`config.mk`:
```
export PLATFORM = sky130hd
export DESIGN_NAME = bsc_core
export DESIGN_NICKNAME = d
export VERILOG_FILES = /design/src/rtl/bsc_pkg.sv /design/src/rtl/bsc_core.sv
export SDC_FILE = /design/constraint.sdc
export NUM_CORES = 2
export LEC_CHECK = 0
export ABC_CLOCK_PERIOD_IN_PS = 14800
export CAP_MARGIN = 5
export CORE_ASPECT_RATIO = 0.75
export CORE_UTILIZATION = 45
export DETAILED_ROUTE_END_ITERATION = 8
export DONT_BUFFER_PORTS = 1
export SLEW_MARGIN = 0
export SYNTH_ARGS = -nofsm -noshare
export SYNTH_HDL_FRONTEND = slang
export SYNTH_SLANG_ARGS = --single-unit
```
`constraint.sdc`:
```
create_clock -name clk_i -period 14.8 [get_ports clk_i]
set_clock_uncertainty 0.05 [all_clocks]
set_input_delay 0 -clock clk_i [delete_from_list [all_inputs] [get_ports clk_i]]
set_output_delay 0 -clock clk_i [all_outputs]
set_load 0.02 [all_outputs]
```
`src/rtl/bsc_pkg.sv`:
```
// bandwidth and sweep coupling: shared constants, types and table helper
// assumes one 10 MHz clock and a word-wide register port with strobes
// Notes on behaviour
// - preset: coupling on, span 40 MHz, bandwidths 30 kHz, sweep 0.2 s
// - coupling set by preset, toggled by each press of its key
// - bandwidth hold toggles on each press of its key
// - bandwidth preset restores optima, clears offsets, coupled or not
// - under hold, bandwidth preset restores video and sweep only
// - coupled, resolution change recomputes video; video never alters resolution
// - coupled, no hold: resolution follows span, never the reverse
// - optimum resolution bandwidth from span by the threshold ladder
// - optimum video one step above resolution, 30 kHz at the top
// - operator resolution offset stored and reapplied after span changes
// - coupled resolution clamped 3 Hz to 30 kHz, offset kept
// - video offset kept, coupled video clamped 1 Hz to 30 kHz
// - under hold bandwidths ignore span, take entries, video coupled
// - optimum sweep from span and bandwidths; wider or narrower, longer
// - sweep changes never alter span or bandwidths
// - sweep time never below 0.2 s
// - indicator lit while sweep time is below optimum
// - stepped sweep kept as signed offset from optimum
// - numeric sweep entry kept until span or a bandwidth changes while coupled
// - on that change offset becomes rounded log2 of entry over optimum
// - coupled sweep is optimum times two to the offset
// - bandwidth ranges 3 Hz/1 Hz to 30 kHz in 1-3-10 index steps
`default_nettype none

package bsc_pkg;
    // register byte addresses
    localparam logic [7:0] A_CMD  = 8'h00;
    localparam logic [7:0] A_SPAN = 8'h04;
    localparam logic [7:0] A_RES  = 8'h08;
    localparam logic [7:0] A_VID  = 8'h0C;
    localparam logic [7:0] A_SWP  = 8'h10;
    localparam logic [7:0] A_STEP = 8'h14;
    localparam logic [7:0] A_OPT  = 8'h18;
    localparam logic [7:0] A_OFF  = 8'h1C;
    // command bits and step fields
    localparam int C_PRESET = 0;
    localparam int C_COUPLE = 1;
    localparam int C_HOLD   = 2;
    localparam int C_BWPRE  = 3;
    localparam int S_UP     = 4;
    localparam logic [1:0] T_RES = 2'h1;
    localparam logic [1:0] T_VID = 2'h2;
    localparam logic [1:0] T_SWP = 2'h3;
    // bandwidth indices: 0 = 1 Hz, 1 = 3 Hz ... 9 = 30 kHz
    localparam logic [3:0] RES_MIN = 4'h1;
    localparam logic [3:0] VID_MIN = 4'h0;
    localparam logic [3:0] BW_MAX  = 4'h9;
    localparam logic [3:0] PRE_BW  = 4'h9;
    // span in 0.1 Hz units, sweep time in ms
    localparam logic [31:0] SPAN_PRESET = 32'h17D78400;
    localparam logic [31:0] SWP_MIN_MS  = 32'h000000C8;
    localparam int THR_N = 8;
    localparam logic [31:0] SPAN_THR [THR_N] = '{
        32'h000007D0, 32'h00002710, 32'h0000C350, 32'h00030D40,
        32'h000F4240, 32'h004C4B40, 32'h01312D00, 32'h05F5E100};
    // sweep offsets and rounding (181/128 ~ sqrt 2)
    localparam logic signed [5:0] OFF_MIN = 6'sh30;
    localparam logic signed [5:0] OFF_MAX = 6'sh0F;
    localparam int RND_NUM = 181;
    // optimum sweep ms = span * SWP_K / (bw product), fixed point
    localparam int SUM_N   = 19;
    localparam int MULT_SH = 24;
    localparam longint SWP_K = 400;

    typedef enum logic [1:0] {
        CV_IDLE = 2'b00,
        CV_RUN  = 2'b01,
        CV_DONE = 2'b10
    } bsc_conv_t;

    // reciprocal of the bandwidth product for index sum s
    function automatic longint swp_mult(input int s);
        longint p;
        p = (s % 2 == 1) ? 64'sh3 : 64'sh1;
        for (int i = 0; i < s / 2; i++) p = p * 10;
        return (SWP_K << MULT_SH) / p;
    endfunction
endpackage

`default_nettype wire

```
`src/rtl/bsc_core.sv`:
```
// bandwidth and sweep-time coupling core with its register port
// assumes strobes synchronous to clk_i, one access per cycle at most
`default_nettype none

module bsc_core (
    // clock and reset
    input  wire logic        clk_i,
    input  wire logic        rst_b_i,
    // register port
    input  wire logic [7:0]  addr_i,
    input  wire logic [31:0] wr_data_i,
    input  wire logic        wr_i,
    input  wire logic        rd_i,
    output logic      [31:0] rd_data_o,
    // settings toward filters and sweep
    output logic      [3:0]  resolution_bandwidth_o,
    output logic      [3:0]  video_bandwidth_o,
    output logic      [31:0] sweep_time_o,
    output logic      [31:0] span_o,
    output logic             coupling_o,
    output logic             bandwidth_hold_o,
    output logic             uncalibrated_indicator_o
);

    logic              coupling_r;
    logic              bw_hold_r;
    logic [31:0]       span_r;
    logic [3:0]        resbw_r;
    logic [3:0]        resbw_nxt;
    logic [3:0]        vidbw_r;
    logic [3:0]        vidbw_nxt;
    logic signed [5:0] resbw_off_r;
    logic signed [5:0] resbw_off_nxt;
    logic signed [5:0] vidbw_off_r;
    logic signed [5:0] vidbw_off_nxt;
    logic [31:0]       swp_ms_r;
    logic [31:0]       swp_opt_r;
    logic [31:0]       swp_entry_r;
    logic signed [5:0] swp_off_r;
    logic              swp_num_r;
    logic [1:0]        reopt_r;
    logic              uncalibrated_r;
    logic [31:0]       rd_data_r;
    bsc_pkg::bsc_conv_t conv_state_r;
    logic [71:0]       conv_thr_r;
    logic signed [5:0] conv_k_r;

    logic wr_cmd, wr_span, wr_res, wr_vid, wr_swp, wr_step;
    logic cmd_preset, cmd_couple, cmd_hold, cmd_bwpre;
    logic step_res, step_vid, step_swp, step_up;
    logic res_ok, vid_ok, auto_res, bw_change, conv_go, conv_abort;
    logic [3:0]  opt_res;
    logic [3:0]  vid_target;
    logic [7:0]  thr_hit;
    logic [39:0] mult_tab [bsc_pkg::SUM_N];
    logic [3:0]  eff_bw;
    logic [4:0]  bw_sum;
    logic [71:0] opt_prod;
    logic [31:0] opt_comb;
    logic [63:0] swp_wide;
    logic [5:0]  swp_neg;
    logic [31:0] swp_cpl;
    logic [31:0] entry_clip;
    logic [31:0] swp_dbl;
    logic [31:0] swp_half;
    logic signed [5:0] swp_off_step;
    logic [71:0] conv_lhs;
    logic [31:0] rd_mux;

    function automatic logic signed [6:0] sx(input logic [3:0] a);
        return $signed({3'h0, a});
    endfunction

    function automatic logic signed [6:0] sx6(input logic signed [5:0] a);
        return $signed({a[5], a});
    endfunction

    function automatic logic [3:0] bw_clamp(input logic signed [6:0] v,
                                            input logic [3:0] lo);
        if (v < sx(lo)) return lo;
        if (v > sx(bsc_pkg::BW_MAX)) return bsc_pkg::BW_MAX;
        return v[3:0];
    endfunction

    function automatic logic [3:0] vid_opt(input logic [3:0] r);
        return (r >= bsc_pkg::BW_MAX) ? bsc_pkg::BW_MAX : r + 4'h1;
    endfunction

////////////////////////////////////////////////////////////////////////
    // decode; preset wins over the other command bits
    assign wr_cmd     = wr_i && (addr_i == bsc_pkg::A_CMD);
    assign wr_span    = wr_i && (addr_i == bsc_pkg::A_SPAN);
    assign wr_res     = wr_i && (addr_i == bsc_pkg::A_RES) && res_ok;
    assign wr_vid     = wr_i && (addr_i == bsc_pkg::A_VID) && vid_ok;
    assign wr_swp     = wr_i && (addr_i == bsc_pkg::A_SWP);
    assign wr_step    = wr_i && (addr_i == bsc_pkg::A_STEP);
    assign cmd_preset = wr_cmd && wr_data_i[bsc_pkg::C_PRESET];
    assign cmd_couple = wr_cmd && wr_data_i[bsc_pkg::C_COUPLE] && !cmd_preset;
    assign cmd_hold   = wr_cmd && wr_data_i[bsc_pkg::C_HOLD] && !cmd_preset;
    assign cmd_bwpre  = wr_cmd && wr_data_i[bsc_pkg::C_BWPRE] && !cmd_preset;
    assign step_up    = wr_data_i[bsc_pkg::S_UP];
    assign step_res   = wr_step && (wr_data_i[1:0] == bsc_pkg::T_RES);
    assign step_vid   = wr_step && (wr_data_i[1:0] == bsc_pkg::T_VID);
    assign step_swp   = wr_step && (wr_data_i[1:0] == bsc_pkg::T_SWP);
    // numeric bandwidth entries outside the index range are ignored
    assign res_ok = (wr_data_i[31:4] == 28'h0)
                 && (wr_data_i[3:0] >= bsc_pkg::RES_MIN)
                 && (wr_data_i[3:0] <= bsc_pkg::BW_MAX);
    assign vid_ok = (wr_data_i[31:4] == 28'h0)
                 && (wr_data_i[3:0] <= bsc_pkg::BW_MAX);
    assign auto_res = coupling_r && !bw_hold_r;

////////////////////////////////////////////////////////////////////////
    // optimum resolution index: one step per span threshold passed
    for (genvar g = 0; g < bsc_pkg::THR_N; g++) begin : g_thr
        assign thr_hit[g] = (span_r >= bsc_pkg::SPAN_THR[g]);
    end

    always_comb begin
        opt_res = bsc_pkg::RES_MIN;
        for (int i = 0; i < bsc_pkg::THR_N; i++) begin
            opt_res = opt_res + {3'h0, thr_hit[i]};
        end
    end

    for (genvar g = 0; g < bsc_pkg::SUM_N; g++) begin : g_mult
        assign mult_tab[g] = 40'(bsc_pkg::swp_mult(g));
    end

    // video bandwidth only lengthens the sweep when below resolution
    always_comb begin
        eff_bw = (vidbw_r < resbw_r) ? vidbw_r : resbw_r;
        bw_sum = {1'b0, resbw_r} + {1'b0, eff_bw};
        opt_prod = {40'h0, span_r} * {32'h0, mult_tab[bw_sum]};
        if (|opt_prod[71:56]) opt_comb = 32'hFFFFFFFF;
        else opt_comb = opt_prod[55:24];
        if (opt_comb < bsc_pkg::SWP_MIN_MS) begin
            opt_comb = bsc_pkg::SWP_MIN_MS;
        end
    end

    always_comb begin
        swp_neg = 6'(-swp_off_r);
        swp_wide = {32'h0, swp_opt_r};
        if (swp_off_r[5]) swp_wide = swp_wide >> swp_neg;
        else swp_wide = swp_wide << swp_off_r;
        swp_cpl = (|swp_wide[63:32]) ? 32'hFFFFFFFF : swp_wide[31:0];
        if (swp_cpl < bsc_pkg::SWP_MIN_MS) swp_cpl = bsc_pkg::SWP_MIN_MS;
    end

////////////////////////////////////////////////////////////////////////
    always_comb begin
        resbw_nxt = resbw_r;
        resbw_off_nxt = resbw_off_r;
        if (auto_res) begin
            resbw_nxt = bw_clamp(sx(opt_res) + sx6(resbw_off_r),
                                 bsc_pkg::RES_MIN);
        end
        if (cmd_preset) begin
            resbw_nxt = bsc_pkg::PRE_BW;
            resbw_off_nxt = '0;
        end else if (cmd_bwpre && !bw_hold_r) begin
            resbw_nxt = opt_res;
            resbw_off_nxt = '0;
        end else if (wr_res || step_res) begin
            if (wr_res) resbw_nxt = wr_data_i[3:0];
            else resbw_nxt = bw_clamp(sx(resbw_r) +
                                      (step_up ? 7'sh01 : 7'sh7F),
                                      bsc_pkg::RES_MIN);
            resbw_off_nxt = 6'(sx(resbw_nxt) - sx(opt_res));
        end
    end

    always_comb begin
        vid_target = vid_opt(resbw_nxt);
        vidbw_nxt = vidbw_r;
        vidbw_off_nxt = vidbw_off_r;
        if (coupling_r) begin
            vidbw_nxt = bw_clamp(sx(vid_target) + sx6(vidbw_off_r),
                                 bsc_pkg::VID_MIN);
        end
        if (cmd_preset) begin
            vidbw_nxt = bsc_pkg::PRE_BW;
            vidbw_off_nxt = '0;
        end else if (cmd_bwpre) begin
            vidbw_nxt = vid_target;
            vidbw_off_nxt = '0;
        end else if (wr_vid || step_vid) begin
            if (wr_vid) vidbw_nxt = wr_data_i[3:0];
            else vidbw_nxt = bw_clamp(sx(vidbw_r) +
                                      (step_up ? 7'sh01 : 7'sh7F),
                                      bsc_pkg::VID_MIN);
            vidbw_off_nxt = 6'(sx(vidbw_nxt) - sx(vid_target));
        end
    end

    // span only moves by its own register or by preset
    always_ff @(posedge clk_i or negedge rst_b_i) begin
        if (!rst_b_i) begin
            span_r <= bsc_pkg::SPAN_PRESET;
        end else if (cmd_preset) begin
            span_r <= bsc_pkg::SPAN_PRESET;
        end else if (wr_span) begin
            span_r <= wr_data_i;
        end
    end

    always_ff @(posedge clk_i or negedge rst_b_i) begin
        if (!rst_b_i) begin
            coupling_r <= 1'b1;
            bw_hold_r  <= 1'b0;
        end else if (cmd_preset) begin
            coupling_r <= 1'b1;
            bw_hold_r  <= 1'b0;
        end else begin
            if (cmd_couple) coupling_r <= !coupling_r;
            if (cmd_hold) bw_hold_r <= !bw_hold_r;
        end
    end

    // uncoupled, the next values equal the current ones unless entered, preset or bandwidth preset
    always_ff @(posedge clk_i or negedge rst_b_i) begin
        if (!rst_b_i) begin
            resbw_r     <= bsc_pkg::PRE_BW;
            resbw_off_r <= '0;
            vidbw_r     <= bsc_pkg::PRE_BW;
            vidbw_off_r <= '0;
        end else begin
            resbw_r     <= resbw_nxt;
            resbw_off_r <= resbw_off_nxt;
            vidbw_r     <= vidbw_nxt;
            vidbw_off_r <= vidbw_off_nxt;
        end
    end

////////////////////////////////////////////////////////////////////////
    assign bw_change  = wr_span || (resbw_nxt != resbw_r)
                     || (vidbw_nxt != vidbw_r);
    assign conv_abort = cmd_preset || wr_swp || step_swp || cmd_bwpre;
    assign conv_go    = swp_num_r && coupling_r && bw_change && !conv_abort;
    assign conv_lhs   = {17'h0, swp_entry_r, 23'h0};
    assign entry_clip = (wr_data_i < bsc_pkg::SWP_MIN_MS) ?
                        bsc_pkg::SWP_MIN_MS : wr_data_i;
    assign swp_dbl  = swp_ms_r[31] ? 32'hFFFFFFFF : {swp_ms_r[30:0], 1'b0};
    assign swp_half = ({1'b0, swp_ms_r[31:1]} < bsc_pkg::SWP_MIN_MS) ?
                      bsc_pkg::SWP_MIN_MS : {1'b0, swp_ms_r[31:1]};
    always_comb begin
        swp_off_step = swp_off_r;
        if (step_up && swp_off_r != bsc_pkg::OFF_MAX) begin
            swp_off_step = swp_off_r + 6'sh01;
        end else if (!step_up && swp_off_r != bsc_pkg::OFF_MIN) begin
            swp_off_step = swp_off_r - 6'sh01;
        end
    end

    // optimum registered; it lags the settings by one cycle
    always_ff @(posedge clk_i or negedge rst_b_i) begin
        if (!rst_b_i) begin
            swp_opt_r <= bsc_pkg::SWP_MIN_MS;
            reopt_r   <= 2'h0;
        end else begin
            swp_opt_r <= opt_comb;
            reopt_r   <= {reopt_r[0], cmd_bwpre && !coupling_r};
        end
    end

    // rounded log2 search: the entry is compared against ref*sqrt2*2^k,
    // k rising from the lowest offset; the reference is the optimum
    // in force before the change that started it
    always_ff @(posedge clk_i or negedge rst_b_i) begin
        if (!rst_b_i) begin
            conv_state_r <= bsc_pkg::CV_IDLE;
            conv_thr_r   <= '0;
            conv_k_r     <= '0;
        end else if (conv_abort) begin
            conv_state_r <= bsc_pkg::CV_IDLE;
        end else begin
            case (conv_state_r)
                bsc_pkg::CV_IDLE: begin
                    if (conv_go) begin
                        conv_thr_r <= {40'h0, swp_opt_r}
                                    * 72'(bsc_pkg::RND_NUM);
                        conv_k_r <= bsc_pkg::OFF_MIN;
                        conv_state_r <= bsc_pkg::CV_RUN;
                    end
                end
                bsc_pkg::CV_RUN: begin
                    if (conv_lhs < conv_thr_r
                        || conv_k_r == bsc_pkg::OFF_MAX) begin
                        conv_state_r <= bsc_pkg::CV_DONE;
                    end else begin
                        conv_thr_r <= {conv_thr_r[70:0], 1'b0};
                        conv_k_r <= conv_k_r + 6'sh01;
                    end
                end
                bsc_pkg::CV_DONE: begin
                    conv_state_r <= bsc_pkg::CV_IDLE;
                end
                default: begin
                    conv_state_r <= bsc_pkg::CV_IDLE;
                end
            endcase
        end
    end

    always_ff @(posedge clk_i or negedge rst_b_i) begin
        if (!rst_b_i) begin
            swp_ms_r    <= bsc_pkg::SWP_MIN_MS;
            swp_entry_r <= bsc_pkg::SWP_MIN_MS;
            swp_off_r   <= '0;
            swp_num_r   <= 1'b0;
        end else if (cmd_preset) begin
            swp_ms_r  <= bsc_pkg::SWP_MIN_MS;
            swp_off_r <= '0;
            swp_num_r <= 1'b0;
        end else if (wr_swp) begin
            swp_ms_r    <= entry_clip;
            swp_entry_r <= entry_clip;
            swp_num_r   <= 1'b1;
        end else if (step_swp) begin
            swp_off_r <= swp_off_step;
            swp_num_r <= 1'b0;
            if (!coupling_r) swp_ms_r <= step_up ? swp_dbl : swp_half;
        end else if (cmd_bwpre) begin
            swp_off_r <= '0;
            swp_num_r <= 1'b0;
        end else if (conv_state_r == bsc_pkg::CV_DONE) begin
            swp_off_r <= conv_k_r;
            swp_num_r <= 1'b0;
        end else if (coupling_r && !swp_num_r) begin
            swp_ms_r <= swp_cpl;
        end else if (reopt_r[1] && !swp_num_r) begin
            swp_ms_r <= swp_opt_r;
        end
    end

    always_ff @(posedge clk_i or negedge rst_b_i) begin
        if (!rst_b_i) begin
            uncalibrated_r <= 1'b0;
        end else begin
            uncalibrated_r <= (swp_ms_r < swp_opt_r);
        end
    end

////////////////////////////////////////////////////////////////////////
    always_comb begin
        case (addr_i)
            bsc_pkg::A_CMD:  rd_mux = {27'h0,
                                       conv_state_r != bsc_pkg::CV_IDLE,
                                       uncalibrated_r, swp_num_r,
                                       bw_hold_r, coupling_r};
            bsc_pkg::A_SPAN: rd_mux = span_r;
            bsc_pkg::A_RES:  rd_mux = {18'h0, resbw_off_r, 4'h0, resbw_r};
            bsc_pkg::A_VID:  rd_mux = {18'h0, vidbw_off_r, 4'h0, vidbw_r};
            bsc_pkg::A_SWP:  rd_mux = swp_ms_r;
            bsc_pkg::A_OPT:  rd_mux = swp_opt_r;
            bsc_pkg::A_OFF:  rd_mux = {26'h0, swp_off_r};
            default:         rd_mux = 32'h0;
        endcase
    end

    // data stand only in the cycle after the read strobe
    always_ff @(posedge clk_i or negedge rst_b_i) begin
        if (!rst_b_i) rd_data_r <= 32'h0;
        else rd_data_r <= rd_i ? rd_mux : 32'h0;
    end

    assign rd_data_o                = rd_data_r;
    assign resolution_bandwidth_o   = resbw_r;
    assign video_bandwidth_o        = vidbw_r;
    assign sweep_time_o             = swp_ms_r;
    assign span_o                   = span_r;
    assign coupling_o               = coupling_r;
    assign bandwidth_hold_o         = bw_hold_r;
    assign uncalibrated_indicator_o = uncalibrated_r;
endmodule

`default_nettype wire

```
== Word-level counts from Yosys, hierarchy flattened ==
Memory sizes are Yosys's and may differ from the RTL's.
Index checks and enable logic that the tools add are counted.
Word-level totals
  register bits: 272
  memory bits (read-only): 1280
  output and inout bits: 107
  logic and storage cells: 286
  memories kept: 1
Memories
  (no name shown): words 32, bits a word 40, read ports 1, clocked after Yosys merged registers in 0, write ports 0, line bsc_core.sv:134  | opt_prod = {40'h0, span_r} * {32'h0, mult_tab[bw_sum]};
Operators by class
  $add $sub $neg: 20
  multiply operators: 2
  $lt $le $gt $ge: 27
  equality and inequality tests: 26
  shift-type cells: 2
  muxes and demuxes: 122
  bitwise gates (word level): 3
  reduce and logical (&&, ||, !) cells: 65
Operator list (number)
  $mux 32: 18
  $pmux 32 s7: 1
  $mux 72: 2
  $pmux 72 s2: 1
  $mux 4: 34
  $lt 32x8->1 const B: 3
  $mux 6: 15
  $mux 40: 2
  $lt 55x72->1: 1
  $mul 32x40->72: 1
  $mux 64: 1
  $shl 32x6->64: 1
  $shr 32x6->64: 1
  $mux 1: 41
  $mul 32x8->40 const B: 1
  $eq 8x5->1 const B: 4
  $ge 32x11->1 const B: 1
  $ge 32x14->1 const B: 1
  $ge 32x16->1 const B: 1
  $ge 32x18->1 const B: 1
  $ge 32x20->1 const B: 1
  $ge 32x23->1 const B: 1
  $ge 32x25->1 const B: 1
  $ge 32x27->1 const B: 1
  57 further kinds: 132

== Depth between registers and ports, before layout ==
  depth after elaboration: 43
  gate-level depth with buffers: 51

== Worst setup path before layout ==
OpenSTA, ideal clock, no wires.
  path type: reg-to-reg
  from: register resbw_r[1] (netlist: resolution_bandwidth_o[1])
  to: register swp_opt_r[6]
  setup time: 0.092 ns
  arrival: 12.017 ns
  path slack: 2.641 ns
  cell stages (with the launch flop): 47
  path buffers: 4
  clock period less this slack: 12.159 ns
  cell sequence: dfrtp_1 > inv_1 > ha_1 > a21boi_0 > o21ai_0 > nand2b_1 > a21oi_1 > o21ai_0 > ha_1 > fa_1 > clkbuf_1 > inv_1 > ha_1 > mux2i_1 > o22ai_1 > and2_1 > clkbuf_1 > clkbuf_1 > (+11 left out) > inv_1 > fa_1 > fa_1 > ha_1 > clkbuf_1 > and4_1 > nand2_1 > or2_2 > nor4b_1 > a21oi_1 > a21oi_1 > a21oi_1 > o21ai_0 > mux2i_1 > o2111ai_1 > or4_1 > nor4b_2 > or3b_2
On the way
  cells in the longest elaborated chain, start to end: 12
RTL lines
  from (decl): line bsc_core.sv:28  | logic [3:0] resbw_r;
  from (signal assigned): line bsc_core.sv:224  | resbw_r <= bsc_pkg::PRE_BW;
  from (signal assigned): line bsc_core.sv:229  | resbw_r <= resbw_nxt;
  $lt 4x4->1: line bsc_core.sv:132  | eff_bw = (vidbw_r < resbw_r) ? vidbw_r : resbw_r;
  $mux 4: line bsc_core.sv:132
  $add 4x4->5 *: line bsc_core.sv:133  | bw_sum = {1'b0, resbw_r} + {1'b0, eff_bw};
  $not 5->6 (implied by the code) *: line bsc_core.sv:134
  $mem_v2 32x40 *
  $mux 40 (implied by the code) * (2 in a row): line bsc_core.sv:134
  $mul 32x40->72 *: line bsc_core.sv:134
  $reduce_or 16->1: line bsc_core.sv:135  | if (|opt_prod[71:56]) opt_comb = 32'hFFFFFFFF;
  $mux 32 *: line bsc_core.sv:135
  $lt 32x8->1: line bsc_core.sv:137  | if (opt_comb < bsc_pkg::SWP_MIN_MS) begin
  $mux 32 *: line bsc_core.sv:137
  via opt_comb[6]: line bsc_core.sv:59  | logic [31:0] opt_comb;
  to (signal assigned): line bsc_core.sv:259  | swp_opt_r <= bsc_pkg::SWP_MIN_MS;
  to (signal assigned): line bsc_core.sv:262  | swp_opt_r <= opt_comb;
  to (decl): line bsc_core.sv:37  | logic [31:0] swp_opt_r;
Mark *: on every way through the listed nets, which the timed path passes. The rest lies on a longest branch. The select of a mux whose other input is x is not followed.
A chain may end at the register's enable or synchronous reset.

== Final worst setup path ==
  from: register resbw_r[2] (netlist: resolution_bandwidth_o[2])
  to: register swp_opt_r[6]
Same word-level chain as after synthesis.

==> impl_metrics.tcl <==
set metrics [dict create \
    setup_viols_final 0 \
    grt_pass1_wl_mm 313 \
    first_iter_violations 5442 \
    hp-class "primary input to flop" \
    cts_num_sinks 270 \
    layout-area-overhead-vs-synth_pct 5.94 \
    floorplan.initialDensity_pct 45.4 \
    setup.worst_path.class "flop to flop" \
    fillCellCount 12100 \
    clockBufferDepth 3 \
    clk_root_buffer_cell "clkbuf_16" \
    netlist_area_um2 57500 \
    sort_of_element_at_the_start_of_the_critical_path "flop" \
    maxClockFrequency_mhz 71.2 \
    clock_insertion_delay_worst_skew_ps 610 \
    reg2reg_setup_slack_ps 750 \
    post_drt_via_cell_ratio 5.87 \
    endpoint_kind "flop" \
    crit_family "adder cells" \
    drt-total-wl_mm 206 \
    synth_top_area_share_pct 31.2 \
    layout-drive-gt1-share_pct 5.60 \
    period_utilization_pct 94.9 \
    critical-path-max-stage-delay_ps 690 \
    gp_congestion 1.01 \
    drt-pass1-iter-count 6 \
    timing.hold.worst_path_depth 5 \
    critPathArrivalTime_ps 14520 \
    worst_slew_pin_slew_ps 1130 \
    grt_max_degree 271 \
    remaining_drc_errors 0 \
    die_area_um2 129000 \
    synth_top_cell_by_area "fa_1" \
    cp_data_required_time_ps 15270 \
    crit_buf_inv 7 \
    final_antenna_net_count 0 \
    synth.net_count 8121 \
    number_of_port_buffers 0 \
    design.portCount 151 \
    grt_overall_usage_pct 32.0 \
    cts.reportedPaths.clkPinSlew_ps 70 \
    maxSlewViolCount 0 \
    drv.max_cap_violation_count 0 \
    synth_edf_count 0 \
    post_synth_num_cell_types 97 \
    core.rowCount 113 \
    relSlewSlack_pct 23.0 \
    chipWidth_um 415 \
    yosys_warnings 0 \
    core_region_area_um2 127000 \
    maximum_fanout_along_the_worst_path 20 \
    syn_area_per_cell_um2 8.77 \
    dr_total_vias 47600 \
    min_to "swp_entry_r[7]" \
    totalNegativeSetupSlack_ps 0 \
    die_h_um 312 \
    unrepaired_setup_endpoints_after_global_routing "no" \
    dpl.hpwl_mm 159 \
    rr_worst_depth 40 \
    yosys_register_bits 270 \
    cts_tree "yes" \
    crit_path_frequent_cell "fa_1" \
    critical_path_cell_count 40 \
    synth-seq-area-share_pct 11.8 \
    r2r-end "swp_opt_r[6]" \
    slowest_library_cell_on_the_worst_path "fa_1" \
    finalWorstPathRequiredPeriod_ps 14050 \
    synth.area.top_cells "fa_1 (31%), ha_1 (13%), dfrtp_1 (11%), inv_1 (7.6%), nand2_1 (5.4%)" \
    num-nets-final 7982 \
    synthArstFlopShare_pct 100 \
    cts_made_buffers 25 \
    antenna_found_initial 13 \
    globalRoute.totalOverflow 0 \
    hold_start "wr_data_i[20]" \
    netlist_instances 6561 \
    cts_h_tree_depth 1 \
    synth-main-ff-cell "dfrtp_1" \
    via_count_of_the_first_global_routing_pass 47500 \
    avgRoutedWirePerCell_um 25.3 \
    worst_r2r_startpoint "resolution_bandwidth_o[2]" \
    timing.final.hold_violations 0 \
    status "finished, final reports clean" \
]
cell type report:
type | instances | area (um^2) | share of cell area, %
repair buffers | 206 | 1820 | 2.98
inverters | 1168 | 4380 | 7.19
clock buffers | 34 | 679 | 1.11
flip-flops and latches | 270 | 6800 | 11.2
clock inverters | 12 | 134 | 0.220
diodes | 7 | 17.5 | 0.0287
well taps | 1667 | 2090 | 3.42
multi-input cells | 4751 | 45000 | 73.9
tightest hold or removal path: stages:
cell	delay (ps)
nor4_1	30
nand2_1	160
nor2_1	200
nor3_1	210
nor2_1	60
per-layer routing:
metal,share of wire (%),up-vias,track usage (%)
met4,2.6,10,6.73
met5,0.042,-,0.147
li1,-,20900,-
met2,39,2523,43.1
met3,14,343,12.4
met1,45,23800,47.8
flip-flops by register name (all words and copies together), names as in the netlist:
name,cells
resbw_off_r,5
coupling_o,1
video_bandwidth_o,4
sweep_time_o,32
conv_state_r,2
bandwidth_hold_o,1
swp_num_r,1
conv_k_r,6
span_o,32
swp_entry_r,32
swp_opt_r,32
reopt_r,2
rd_data_o,32
vidbw_off_r,5
uncalibrated_indicator_o,1
conv_thr_r,72
resolution_bandwidth_o,4
swp_off_r,6
metrics by stage:
step	cells	hold slack [ps]	utilization, %	instance area, um^2	setup WS (ps)
3_3_place_gp	7981	-333	46.8	59200	836
4_1_cts	8106	0.274	48.1	60900	620
5_1_grt	8108	39.8	48.1	60900	35.1
3_5_place_dp	7981	-333	46.8	59200	638
6_report	8115	20.8	48.1	60900	751
2_1_floorplan	6561	-346	-	57500	2640
worst max-delay path by stage:
stage	to	start	slack [ps]
after floorplan	swp_opt_r[6]	resolution_bandwidth_o[1]	2640
after global placement	swp_opt_r[6]	resolution_bandwidth_o[2]	840
after detailed placement	swp_opt_r[6]	resolution_bandwidth_o[2]	640
after CTS	swp_opt_r[6]	resolution_bandwidth_o[2]	620
after global routing	swp_opt_r[6]	resolution_bandwidth_o[2]	40
final	swp_opt_r[6]	resolution_bandwidth_o[2]	750
cells in the final DEF (no fill, tap or decap), drive strengths merged, types with 111 or more instances in the layout:
| master | synthesis | final |
|---|---|---|
| a21o | 111 | 111 |
| a21oi | 311 | 311 |
| and2 | 376 | 376 |
| buf | 42 | 129 |
| dfrtp | 244 | 244 |
| fa | 897 | 897 |
| ha | 619 | 619 |
| inv | 1165 | 1166 |
| nand2 | 825 | 825 |
| nor2 | 241 | 241 |
| o21ai | 269 | 269 |
synthesized netlist by cell type, drive strengths merged (21+ instances only):
library cell	instances
a21o	111
a21oi	311
a22oi	39
a31oi	34
and2	376
and3	44
buf	42
clkbuf	330
dfrtp	244
dfstp	26
fa	897
ha	619
inv	1165
mux2	29
mux2i	52
mux4	51
nand2	825
nand2b	39
nand3	104
nand4	50
nor2	241
nor2b	55
nor3	68
nor4	41
o211ai	33
o21a	21
o21ai	269
o221ai	27
o22ai	44
xnor2	61
xor2	39
timing repair:
action                                  in CTS  in global routing
setup buffers                                0                  0
resized for setup                            0                  4
endpoints found under the setup margin       0                 32
hold buffers                                79                  1
hold endpoints to repair                   420                  9
logic make-up after synthesis:
kind of cell             Yosys count  synth area share, %
multiplexers                     132                 3.51
adder cells (fa/ha/maj)         1519                 44.7
flip-flops                       270                 11.8
buffers and inverters           1540                 10.2
AO/OA/AOI/OAI                   1090                 12.1
XOR/XNOR                         100                 1.54
AND/OR/NAND/NOR                 1910                 16.1
Power is left out: the tool's default activity adds up to more than one toggle a clock period on the data nets, which glitch-free logic cannot reach.
